==> config.mk <==
export PLATFORM = sky130hd
export DESIGN_NAME = pcg_top
export DESIGN_NICKNAME = d
export VERILOG_FILES = /design/src/pcg_pkg.sv /design/src/pcg_top.sv /design/src/pcg_edge_delay.sv
export VERILOG_INCLUDE_DIRS = /design/src /design/src/src
export SDC_FILE = /design/constraint.sdc
export NUM_CORES = 2
export LEC_CHECK = 0
export BUFFER_PORTS_ARGS = -buffer_cell sky130_fd_sc_hd__buf_2
export CORE_ASPECT_RATIO = 1.25
export CORE_MARGIN = 5
export CORE_UTILIZATION = 60
export CTS_BUF_LIST = sky130_fd_sc_hd__clkbuf_16
export DETAILED_ROUTE_END_ITERATION = 12
export PLACE_DENSITY = 0.77
export SETUP_SLACK_MARGIN = 0.3
export SKIP_CTS_REPAIR_TIMING = 1
export SLEW_MARGIN = 20
export SYNTH_ARGS = -nofsm -noshare
export SYNTH_HDL_FRONTEND = slang
export SYNTH_SLANG_ARGS = --single-unit
==> constraint.sdc <==
create_clock -name i_core_clk -period 15.9 [get_ports i_core_clk]
set_clock_uncertainty 0.15 [all_clocks]
set_input_delay 2.385 -clock i_core_clk [delete_from_list [all_inputs] [get_ports i_core_clk]]
set_output_delay 2.385 -clock i_core_clk [all_outputs]
set_load 0.02 [all_outputs]
==> src/pcg_regs.svh <==
`ifndef PCG_REGS_SVH
`define PCG_REGS_SVH
// Register byte offsets
`define PCG_OFS_CTRL      6'h00
`define PCG_OFS_PERIOD    6'h04
`define PCG_OFS_MOD_A     6'h08
`define PCG_OFS_MOD_B     6'h0C
`define PCG_OFS_ACTION    6'h10
`define PCG_OFS_DT_A      6'h14
`define PCG_OFS_DT_B      6'h18
`define PCG_OFS_DT_MIN    6'h1C
`define PCG_OFS_PHASE     6'h20
`define PCG_OFS_TRIG_DIV  6'h24
`define PCG_OFS_SEQ_IN    6'h28
`define PCG_OFS_STATUS    6'h2C
// Control field positions
`define PCG_CTRL_SHAPE    0
`define PCG_CTRL_MODE     2:1
`define PCG_CTRL_SEQ      4:3
`define PCG_CTRL_POL      5
`define PCG_CTRL_EN_PORT  6
`define PCG_CTRL_VAR_DT   7
`define PCG_CTRL_DT_PER   8
`define PCG_CTRL_EXT_SYNC 9
`define PCG_CTRL_PROT     10
`define PCG_CTRL_ADC_SEL  12:11
`define PCG_CTRL_TASK_SEL 14:13
// Action word fields: zero, period, first up/down, second up/down
`define PCG_ACT_ZRO       1:0
`define PCG_ACT_PRD       3:2
`define PCG_ACT_CAU       5:4
`define PCG_ACT_CAD       7:6
`define PCG_ACT_CBU       9:8
`define PCG_ACT_CBD       11:10
`define PCG_ACT_MASK_A    12'h0FF
`define PCG_ACT_MASK_B    12'hF0F
// Sequence input fields
`define PCG_SEQ_VAL       15:0
`define PCG_SEQ_EN        16
// Reset values
`define PCG_RST_CTRL      16'h0006
`define PCG_RST_ZERO      16'h0000
// Timing
`define PCG_SYS_CLK_HZ    100000000
`define PCG_CARRIER_HZ    20000
`endif

==> src/pcg_pkg.sv <==
package pcg_pkg;
  typedef enum logic [1:0] {
    PCG_MODE_COMPL,
    PCG_MODE_SINGLE,
    PCG_MODE_DUAL,
    PCG_MODE_OFF
  } pcg_mode_t;
  typedef enum logic [1:0] {
    PCG_SEQ_POS,
    PCG_SEQ_NEG,
    PCG_SEQ_VAR,
    PCG_SEQ_ACT
  } pcg_seq_t;
  typedef enum logic [1:0] {
    PCG_ACT_NONE,
    PCG_ACT_CLR,
    PCG_ACT_SET,
    PCG_ACT_TGL
  } pcg_act_t;
endpackage

==> src/pcg_top.sv <==
// The implementer's own choices: the Avalon-MM slave port and the register offsets.
`timescale 1ns/100ps
`include "pcg_regs.svh"
// Notes on behaviour
// - Carrier starts at zero and sweeps full range; modulation is a fraction of it.
// - Carrier is sawtooth ramp or symmetric up-down triangle, by control bit.
// - Positive sequence starts active at underflow; negative starts passive.
// - Negative pattern equals positive pattern shifted by half a carrier period.
// - Variable sequence picks positive when signed select value exceeds zero.
// - Conversion and task triggers fire at underflow, overflow or both.
// - Regular sequences: modulation sets fraction of period output is active.
// - Action-table modes: inputs set first and second compare values.
// - Action-table word defines output actions at timebase and compare events.
// - Word copied to both channels, other channel's compare actions masked.
// - Second channel action table drives outputs only in dual mode.
// - Complementary mode drives inverse pair with dead time between edges.
// - Single mode modulates first channel only and releases second pin.
// - Dual mode modulates channels independently from separate inputs.
// - Disabled mode drives no pulses and releases both pins.
// - Dead time is gap between pair edges; single mode turn-on delay.
// - Variable dead time uses one shared pair or one pair per channel.
// - With variable dead time a minimum bounds applied delays from below.
// - Polarity selects which pin level means active.
// - Enable value zero forces passive outputs; ignored in action-table modes.
// - Phase loads on sync: a rising external sync edge, when enabled.
// - Each trigger divides qualifying events, firing after configured count.
// - With protection coupling, interlock trip overrides outputs to passive.
module pcg_top
  import pcg_pkg::*;
#(
  parameter int unsigned SYS_CLK_HZ = `PCG_SYS_CLK_HZ,
  parameter int unsigned CARRIER_HZ = `PCG_CARRIER_HZ
) (
  input  wire logic        i_core_clk,
  input  wire logic        i_rst_n,
  input  wire logic [5:0]  i_avs_address,
  input  wire logic        i_avs_read,
  input  wire logic        i_avs_write,
  input  wire logic [31:0] i_avs_writedata,
  input  wire logic [3:0]  i_avs_byteenable,
  output logic [31:0]      o_avs_readdata,
  output logic             o_avs_waitrequest,
  input  wire logic        i_sync,
  input  wire logic        i_prot_trip,
  output logic             o_ch_a,
  output logic             o_ch_a_oe,
  output logic             o_ch_b,
  output logic             o_ch_b_oe,
  output logic             o_adc_trig,
  output logic             o_task_trig,
  output logic             o_sync_out
);
  // Rounded period count from clock and carrier rate
  function automatic logic [15:0] round_div(input int unsigned num, input int unsigned den);
    int unsigned q;
    q = (num + den / 2) / den;
    return q[15:0];
  endfunction

  // Fraction (16-bit) of a span
  function automatic logic [15:0] scale(input logic [15:0] frac, input logic [15:0] span);
    logic [31:0] p;
    p = frac * span;
    return p[31:16];
  endfunction

  // One action applied to a channel level
  function automatic logic apply(input logic cur, input logic [1:0] act);
    case (pcg_act_t'(act))
      PCG_ACT_CLR: return 1'b0;
      PCG_ACT_SET: return 1'b1;
      PCG_ACT_TGL: return ~cur;
      default:     return cur;
    endcase
  endfunction

  // Apply actions in event order, later events win
  function automatic logic act_step(input logic cur, input logic [11:0] w,
                                    input logic [5:0] ev);
    logic v;
    v = cur;
    if (ev[0]) v = apply(v, w[`PCG_ACT_ZRO]);
    if (ev[1]) v = apply(v, w[`PCG_ACT_PRD]);
    if (ev[2]) v = apply(v, w[`PCG_ACT_CAU]);
    if (ev[3]) v = apply(v, w[`PCG_ACT_CAD]);
    if (ev[4]) v = apply(v, w[`PCG_ACT_CBU]);
    if (ev[5]) v = apply(v, w[`PCG_ACT_CBD]);
    return v;
  endfunction

  // Regular pattern: active level for one compare value
  function automatic logic pattern(input logic [15:0] cnt, input logic [15:0] cmp,
                                   input logic neg, input logic tri_s,
                                   input logic [15:0] top, input logic [15:0] half);
    logic [15:0] s;
    s = (cnt >= half) ? cnt - half : cnt + half;
    if (!neg) return cnt < cmp;
    else if (tri_s) return cnt > top - cmp;
    else return s < cmp;
  endfunction

  // Dead time raised to the minimum when variable
  function automatic logic [15:0] clamp(input logic [15:0] dt, input logic [15:0] mn,
                                        input logic var_on);
    return (var_on && dt < mn) ? mn : dt;
  endfunction

  // Byte-lane merge of a write
  function automatic logic [31:0] merge(input logic [31:0] old, input logic [31:0] wd,
                                        input logic [3:0] be);
    logic [31:0] r;
    r = old;
    for (int i = 0; i < 4; i++) begin
      if (be[i]) r[i*8 +: 8] = wd[i*8 +: 8];
    end
    return r;
  endfunction

  localparam logic [15:0] PERIOD_RST = round_div(SYS_CLK_HZ, CARRIER_HZ);

  logic [15:0] ctrl_q;
  logic [15:0] period_q;
  logic [15:0] mod_a_q;
  logic [15:0] mod_b_q;
  logic [11:0] action_q;
  logic [31:0] dt_a_q;
  logic [31:0] dt_b_q;
  logic [15:0] dt_min_q;
  logic [15:0] phase_q;
  logic [7:0]  trig_div_q;
  logic [16:0] seq_in_q;
  logic [31:0] rdata_q;
  logic        wait_q;
  logic [15:0] cnt_q;
  logic        dir_q;
  logic        aq_a_q;
  logic        aq_b_q;
  logic [2:0]  sync_sr_q;
  logic [2:0]  trip_sr_q;
  logic        sync_f_q;
  logic        sync_prev_q;
  logic        trip_f_q;
  logic [3:0]  tcnt_q [2];
  logic [1:0]  trig_q;
  logic        sync_out_q;
  logic        ch_a_q;
  logic        ch_a_oe_q;
  logic        ch_b_q;
  logic        ch_b_oe_q;

  // Bus decode and readback
  wire         req      = i_avs_read | i_avs_write;
  wire         wr_fire  = i_avs_write & ~wait_q;
  wire [31:0]  status_w = {11'h000, trip_f_q, sync_f_q, aq_b_q, aq_a_q, dir_q, cnt_q};
  wire [31:0]  seq_in_w = {15'h0000, seq_in_q};
  wire [31:0]  mux_w    =
    (i_avs_address == `PCG_OFS_CTRL)     ? {16'h0000, ctrl_q} :
    (i_avs_address == `PCG_OFS_PERIOD)   ? {16'h0000, period_q} :
    (i_avs_address == `PCG_OFS_MOD_A)    ? {16'h0000, mod_a_q} :
    (i_avs_address == `PCG_OFS_MOD_B)    ? {16'h0000, mod_b_q} :
    (i_avs_address == `PCG_OFS_ACTION)   ? {20'h00000, action_q} :
    (i_avs_address == `PCG_OFS_DT_A)     ? dt_a_q :
    (i_avs_address == `PCG_OFS_DT_B)     ? dt_b_q :
    (i_avs_address == `PCG_OFS_DT_MIN)   ? {16'h0000, dt_min_q} :
    (i_avs_address == `PCG_OFS_PHASE)    ? {16'h0000, phase_q} :
    (i_avs_address == `PCG_OFS_TRIG_DIV) ? {24'h000000, trig_div_q} :
    (i_avs_address == `PCG_OFS_SEQ_IN)   ? seq_in_w :
    (i_avs_address == `PCG_OFS_STATUS)   ? status_w : 32'h00000000;

  // Waitrequest drops one cycle after a request, data latched then
  always_ff @(posedge i_core_clk) begin
    if (!i_rst_n) begin
      wait_q  <= 1'b1;
      rdata_q <= 32'h00000000;
    end else begin
      wait_q <= ~(req & wait_q);
      if (i_avs_read && wait_q) rdata_q <= mux_w;
    end
  end

  // Register writes at the accepting edge
  always_ff @(posedge i_core_clk) begin
    if (!i_rst_n) begin
      ctrl_q     <= `PCG_RST_CTRL;
      period_q   <= PERIOD_RST;
      mod_a_q    <= `PCG_RST_ZERO;
      mod_b_q    <= `PCG_RST_ZERO;
      action_q   <= 12'h000;
      dt_a_q     <= 32'h00000000;
      dt_b_q     <= 32'h00000000;
      dt_min_q   <= `PCG_RST_ZERO;
      phase_q    <= `PCG_RST_ZERO;
      trig_div_q <= 8'h00;
      seq_in_q   <= 17'h00000;
    end else if (wr_fire) begin
      case (i_avs_address)
        `PCG_OFS_CTRL:     ctrl_q     <= 16'(merge({16'h0000, ctrl_q}, i_avs_writedata,
                                                   i_avs_byteenable));
        `PCG_OFS_PERIOD:   period_q   <= 16'(merge({16'h0000, period_q}, i_avs_writedata,
                                                   i_avs_byteenable));
        `PCG_OFS_MOD_A:    mod_a_q    <= 16'(merge({16'h0000, mod_a_q}, i_avs_writedata,
                                                   i_avs_byteenable));
        `PCG_OFS_MOD_B:    mod_b_q    <= 16'(merge({16'h0000, mod_b_q}, i_avs_writedata,
                                                   i_avs_byteenable));
        `PCG_OFS_ACTION:   action_q   <= 12'(merge({20'h00000, action_q}, i_avs_writedata,
                                                   i_avs_byteenable));
        `PCG_OFS_DT_A:     dt_a_q     <= merge(dt_a_q, i_avs_writedata, i_avs_byteenable);
        `PCG_OFS_DT_B:     dt_b_q     <= merge(dt_b_q, i_avs_writedata, i_avs_byteenable);
        `PCG_OFS_DT_MIN:   dt_min_q   <= 16'(merge({16'h0000, dt_min_q}, i_avs_writedata,
                                                   i_avs_byteenable));
        `PCG_OFS_PHASE:    phase_q    <= 16'(merge({16'h0000, phase_q}, i_avs_writedata,
                                                   i_avs_byteenable));
        `PCG_OFS_TRIG_DIV: trig_div_q <= 8'(merge({24'h000000, trig_div_q}, i_avs_writedata,
                                                  i_avs_byteenable));
        `PCG_OFS_SEQ_IN:   seq_in_q   <= 17'(merge(seq_in_w, i_avs_writedata,
                                                   i_avs_byteenable));
        default: ;
      endcase
    end
  end

  // Control fields
  wire         tri_s    = ctrl_q[`PCG_CTRL_SHAPE];
  wire         pol      = ctrl_q[`PCG_CTRL_POL];
  wire         var_dt   = ctrl_q[`PCG_CTRL_VAR_DT];
  pcg_mode_t   mode;
  pcg_seq_t    seq;
  assign mode = pcg_mode_t'(ctrl_q[`PCG_CTRL_MODE]);
  assign seq  = pcg_seq_t'(ctrl_q[`PCG_CTRL_SEQ]);
  wire         aq_mode  = (seq == PCG_SEQ_ACT);
  wire         neg      = (seq == PCG_SEQ_NEG) ||
                          (seq == PCG_SEQ_VAR && !($signed(seq_in_q[`PCG_SEQ_VAL]) > 0));

  // Carrier limits: ramp tops at period-1, triangle at half period
  wire [15:0]  top      = tri_s ? period_q >> 1 : period_q - 16'h0001;
  wire [15:0]  half     = period_q >> 1;
  wire [15:0]  span     = tri_s ? top : period_q;
  wire [15:0]  cmp_a    = scale(mod_a_q, span);
  wire [15:0]  cmp_b    = scale(mod_b_q, span);
  wire [15:0]  ph_cnt   = scale(phase_q, span);
  wire         under    = (cnt_q == 16'h0000);
  wire         over     = (cnt_q == top);

  // Pin inputs: three stages, change taken when stages two and three agree
  always_ff @(posedge i_core_clk) begin
    if (!i_rst_n) begin
      sync_sr_q   <= 3'b000;
      trip_sr_q   <= 3'b000;
      sync_f_q    <= 1'b0;
      trip_f_q    <= 1'b0;
      sync_prev_q <= 1'b0;
    end else begin
      sync_sr_q   <= {sync_sr_q[1:0], i_sync};
      trip_sr_q   <= {trip_sr_q[1:0], i_prot_trip};
      if (sync_sr_q[1] == sync_sr_q[2]) sync_f_q <= sync_sr_q[2];
      if (trip_sr_q[1] == trip_sr_q[2]) trip_f_q <= trip_sr_q[2];
      sync_prev_q <= sync_f_q;
    end
  end

  wire         ext_sync = ctrl_q[`PCG_CTRL_EXT_SYNC];
  wire         sync_ev  = ext_sync & sync_f_q & ~sync_prev_q;

  // Carrier counter; external sync loads the phase offset
  always_ff @(posedge i_core_clk) begin
    if (!i_rst_n) begin
      cnt_q <= 16'h0000;
      dir_q <= 1'b1;
    end else if (sync_ev) begin
      cnt_q <= ph_cnt;
      dir_q <= 1'b1;
    end else if (!tri_s) begin
      cnt_q <= (cnt_q >= top) ? 16'h0000 : cnt_q + 16'h0001;
      dir_q <= 1'b1;
    end else if (dir_q) begin
      if (cnt_q >= top) begin
        cnt_q <= (top == 16'h0000) ? top : top - 16'h0001;
        dir_q <= 1'b0;
      end else begin
        cnt_q <= cnt_q + 16'h0001;
      end
    end else begin
      if (cnt_q == 16'h0000) begin
        cnt_q <= 16'h0001;
        dir_q <= 1'b1;
      end else begin
        cnt_q <= cnt_q - 16'h0001;
      end
    end
  end

  // Timebase and compare events for the action tables
  wire [5:0]   ev = {cmp_b == cnt_q && !dir_q && tri_s, cmp_b == cnt_q && (dir_q || !tri_s),
                     cmp_a == cnt_q && !dir_q && tri_s, cmp_a == cnt_q && (dir_q || !tri_s),
                     over, under};
  wire [11:0]  act_a_w  = action_q & `PCG_ACT_MASK_A;
  wire [11:0]  act_b_w  = action_q & `PCG_ACT_MASK_B;

  // Action-table channel states
  always_ff @(posedge i_core_clk) begin
    if (!i_rst_n) begin
      aq_a_q <= 1'b0;
      aq_b_q <= 1'b0;
    end else begin
      aq_a_q <= act_step(aq_a_q, act_a_w, ev);
      aq_b_q <= act_step(aq_b_q, act_b_w, ev);
    end
  end

  // Ideal active levels before dead time
  wire         reg_a    = pattern(cnt_q, cmp_a, neg, tri_s, top, half);
  wire         reg_b    = pattern(cnt_q, cmp_b, neg, tri_s, top, half);
  wire         en_force = !aq_mode && ctrl_q[`PCG_CTRL_EN_PORT] &&
                          !seq_in_q[`PCG_SEQ_EN];
  wire         trip     = ctrl_q[`PCG_CTRL_PROT] & trip_f_q;
  wire         dual     = (mode == PCG_MODE_DUAL);
  wire         x_a      = (aq_mode ? aq_a_q : reg_a) & ~en_force;
  wire         x_b      = (aq_mode ? aq_b_q : reg_b) & ~en_force;
  wire         in_a     = x_a;
  wire         in_b     = dual ? x_b : ~x_a & ~en_force;

  // Dead time pairs: shared or per channel, raised to the minimum
  wire [31:0]  dt_b_src = (var_dt && ctrl_q[`PCG_CTRL_DT_PER]) ? dt_b_q : dt_a_q;
  wire [15:0]  rise_a   = clamp(dt_a_q[15:0], dt_min_q, var_dt);
  wire [15:0]  fall_b   = clamp(dt_b_src[31:16], dt_min_q, var_dt);
  wire [15:0]  dly_a    = dual ? 16'h0000 : rise_a;
  wire [15:0]  dly_b    = dual ? 16'h0000 : fall_b;
  logic        dt_a;
  logic        dt_b;

  pcg_edge_delay u_dly_a (
    .i_core_clk (i_core_clk),
    .i_rst_n    (i_rst_n),
    .i_level    (in_a),
    .i_delay    (dly_a),
    .o_level    (dt_a)
  );

  pcg_edge_delay u_dly_b (
    .i_core_clk (i_core_clk),
    .i_rst_n    (i_rst_n),
    .i_level    (in_b),
    .i_delay    (dly_b),
    .o_level    (dt_b)
  );

  // Pin levels and enables per mode, active level by polarity
  wire         oe_a     = (mode != PCG_MODE_OFF);
  wire         oe_b     = (mode == PCG_MODE_COMPL) || dual;
  always_ff @(posedge i_core_clk) begin
    if (!i_rst_n) begin
      ch_a_q    <= 1'b0;
      ch_b_q    <= 1'b0;
      ch_a_oe_q <= 1'b0;
      ch_b_oe_q <= 1'b0;
    end else begin
      ch_a_q    <= ~((dt_a & ~trip) ^ pol);
      ch_b_q    <= ~((dt_b & ~trip & oe_b) ^ pol);
      ch_a_oe_q <= oe_a;
      ch_b_oe_q <= oe_b;
    end
  end

  // Trigger dividers: count qualifying events, pulse on reaching divisor
  wire [1:0]   tsel [2];
  wire [3:0]   tdiv [2];
  assign tsel[0] = ctrl_q[`PCG_CTRL_ADC_SEL];
  assign tsel[1] = ctrl_q[`PCG_CTRL_TASK_SEL];
  assign tdiv[0] = trig_div_q[3:0];
  assign tdiv[1] = trig_div_q[7:4];
  wire [1:0]   qual = {(tsel[1][0] & under) | (tsel[1][1] & over),
                       (tsel[0][0] & under) | (tsel[0][1] & over)};

  always_ff @(posedge i_core_clk) begin
    if (!i_rst_n) begin
      tcnt_q[0]  <= 4'h0;
      tcnt_q[1]  <= 4'h0;
      trig_q     <= 2'b00;
      sync_out_q <= 1'b0;
    end else begin
      for (int t = 0; t < 2; t++) begin
        trig_q[t] <= 1'b0;
        if (qual[t]) begin
          if (tcnt_q[t] + 4'h1 >= tdiv[t]) begin
            tcnt_q[t] <= 4'h0;
            trig_q[t] <= 1'b1;
          end else begin
            tcnt_q[t] <= tcnt_q[t] + 4'h1;
          end
        end
      end
      sync_out_q <= under;
    end
  end

  assign o_avs_readdata    = rdata_q;
  assign o_avs_waitrequest = wait_q;
  assign o_ch_a            = ch_a_q;
  assign o_ch_a_oe         = ch_a_oe_q;
  assign o_ch_b            = ch_b_q;
  assign o_ch_b_oe         = ch_b_oe_q;
  assign o_adc_trig        = trig_q[0];
  assign o_task_trig       = trig_q[1];
  assign o_sync_out        = sync_out_q;
endmodule

==> src/pcg_edge_delay.sv <==
`timescale 1ns/100ps
// Delays rising edges of a level by a cycle count; falls pass at once
module pcg_edge_delay (
  input  wire logic        i_core_clk,
  input  wire logic        i_rst_n,
  input  wire logic        i_level,
  input  wire logic [15:0] i_delay,
  output logic             o_level
);
  logic [15:0] cnt_q;
  logic        out_q;

  // Count while input high, release output once delay elapsed
  always_ff @(posedge i_core_clk) begin
    if (!i_rst_n || !i_level) begin
      cnt_q <= 16'h0000;
      out_q <= 1'b0;
    end else if (!out_q) begin
      if (cnt_q >= i_delay) begin
        out_q <= 1'b1;
      end else begin
        cnt_q <= cnt_q + 16'h0001;
      end
    end
  end

  assign o_level = out_q;
endmodule

==> results.ini <==
[floorplanning]
coreArea_um2=75600
initial_core_util_pct=60.3
die_h_um=318
dieArea_um2=81600
rows=113
die_w_um=257
num_io_pins=88

[routing]
wl_per_cell_um=22.5
wl_um=147000
wl_met3_um=14000
drc=0
ant_nets=0
drt_iter0_markers=4117
vias=40300
drt-pass1-iter-count=6
met2_length_um=66700
viasPerCell=6.19
dr.max_layer_used=met5
drt-met1-wl_um=53800

[worst_setup_path]
crit_fanout=45
critPathKind=reg -> reg
r2r_start=period_q[1]
crit_slowest_cell=dfxtp_1
critPathRequiredTime_ps=16210
rr_worst_depth=48
r2r-end=u_dly_b.cnt_q[2]
crit_arrival_ps=13640
endpoint_kind=flop
cp-start-kind=flop
r2r_slack_ps=2560
crit_top_cell=fa_1
cp_slowest_stage_delay_ps=790

[clock_network]
cts_buffer_depth=3
cts_buffers=29
clock-sinks=307
clock_latency_ps=600
cts_tree=done
cts.htree.levels=1
clockRootBuffer=clkbuf_16
path_clk_slew_ps=70

[timing]
worst_pin_slew_ps=1160
slew_viol_final=0
relSlewSlack_pct=22.5
min_period_ps=13340
finalSetupViolCount=0
post-route-period-util_pct=83.9
final_hold_viol_count=0
fin_setup_tns_ps=0
timing.fmax_mhz=75.0
rsz0062_at_grt=false

[synth]
synth_seq_cells=307
synth.yosys.seq_area_share_pct=13.7
synth_flop_cell=dfxtp_1
synth_common_cells=988 x nand2_1, 790 x inv_1, 583 x fa_1, 517 x ha_1, 324 x a21oi_1
syn_avg_cell_area_um2=8.15
synth_cells=5590
synth_top_area_share_pct=25.6
synth_area_leaders=fa_1 26%, ha_1 14%, dfxtp_1 13%
synth_edf_count=8
syn-num-nets=6738
synth_top_cell_by_area=fa_1
synth_warnings=0
synth_cell_type_count=85
async_reset_ff_share_pct=0
netlist_area_um2=45600
yosysMostFrequentCell=nand2_1

[pwr]
p_leak_nw=22.3
ir_drop_mv=0.0807
power_density_nw_per_um2=35.7

[global_route]
grt_pass1_vias=40500
grt_remaining_overflow=0
grt_max_degree=125
antenna_found_initial=4
grtUsageTotal_pct=35.1
grt_first_pass_wirelength_um=228000

[min_path]
worstHoldStart=trip_sr_q[0]
hp-class=reg -> reg
whs_path_depth=1
holdPathEnd=trip_sr_q[1]

[place]
gp_congestion=1.05
dp_cells=6458
place_hpwl_um=112000
portBuffers=87
placed_area_um2=47000

[flow_run]
drv_cap=0

[finish]
synthToLayoutAreaGrowth_pct=5.48
drive_above_1_share_pct=5.53
finalInstanceArea_um2=48100
final_nets=6660
finalNonFillerCells=6513

[run_status]
status=complete, no violations

## worst max-delay path by stage
stage,from,endpoint,slack [ps]
finish,period_q[1],u_dly_b.cnt_q[2],2560
global route,ctrl_q[0],u_dly_b.cnt_q[13],1770
CTS,ctrl_q[0],u_dly_b.cnt_q[14],2840
detailed placement,ctrl_q[0],u_dly_b.cnt_q[14],2840
global placement,period_q[1],u_dly_b.cnt_q[11],3140
floorplan,ctrl_q[0],u_dly_a.cnt_q[10],3560
## cells by family (layout without fill, tap and decap cells)
family                     after synthesis  in the layout  synth area share (%)
AOI/OAI and AO/OA                      882            882                  12.4
DFF                                    307            307                  13.7
xor gates and xnor gates               184            184                  3.55
muxes                                   79             79                  1.81
and+or+nand+nor                       1939           1939                  19.5
buffers and inverters                 1084           1027                  8.98
adders and majority gates             1115           1115                  40.1
other                                    0              3                     0
## state kept, by name, indices dropped and copies added, names as in the netlist, 2 cells and up
name            count
action_q           12
cnt_q              16
ctrl_q             16
dt_a_q             32
dt_b_q             32
dt_min_q           16
mod_a_q            16
mod_b_q            16
o_avs_readdata     32
period_q           16
phase_q            16
seq_in_q           17
sync_sr_q           3
tcnt_q              8
trig_div_q          8
trig_q              2
trip_sr_q           3
u_dly_a.cnt_q      16
u_dly_b.cnt_q      16
## cell type report
cell class / count / area, µm²
Multi-Input combinational cell: 4199 / 35500
Timing Repair Buffer: 181 / 1140
Clock inverter: 23 / 307
Tap cell: 977 / 1220
Fill cell: 6406 / 27600
Clock buffer: 29 / 726
Inverter: 794 / 2990
Antenna cell: 3 / 7.51
Sequential cell: 307 / 6230
## routing by layer
| metal | track usage [%] | vias up |
|---|---|---|
| met4 | 21.8 | 4 |
| met2 | 57.5 | 2196 |
| met3 | 5.21 | 635 |
| met1 | 43.7 | 19600 |
| met5 | 0 | - |
| li1 | - | 17900 |
## metrics by stage
stage	hold slack, ps	setup WS, ps	total power, mW	utilization, %
finish	286	2560	1.71	63.6
global route	303	1770	1.75	63.6
CTS	289	2840	1.71	63.5
detailed placement	275	2840	0.948	62.2
global placement	268	3140	0.947	62.2
floorplan	262	3560	0.888	-
## layout by cell type (no fill, tap or decap), types with 35 or more instances in the layout
master,Yosys,layout
nand2_1,988,988
inv_1,790,792
fa_1,583,583
ha_1,517,517
a21oi_1,324,324
and2_1,313,313
dfxtp_1,299,298
nor2_1,273,269
xnor2_1,129,129
o21ai_0,138,125
buf_4,1,94
buf_2,3,87
nand3_1,83,83
a21o_1,76,76
mux2i_1,55,55
xor2_1,54,54
nor3_1,53,51
and3_1,43,43
nand4_1,42,42
nand2b_1,39,38
a22oi_1,36,36
a31oi_1,35,35
## power by group
part	total [mW]	internal (mW)	switching [mW]	leakage, nW
Clock	0.777	0.447	0.330	0.502
Sequential	0.784	0.778	0.00605	2.50
Combinational	0.154	0.0431	0.111	19.3
## critical path: cells and delay by family, from the launching register on
family,cells,cell delay (ps)
xor gates and xnor gates,1,370
buffers and inverters,6,1010
DFF,1,790
and+or+nand+nor,9,1200
adders and majority gates,12,4630
AOI/OAI and AO/OA,20,5010
Power figures use the tool's default switching activity.
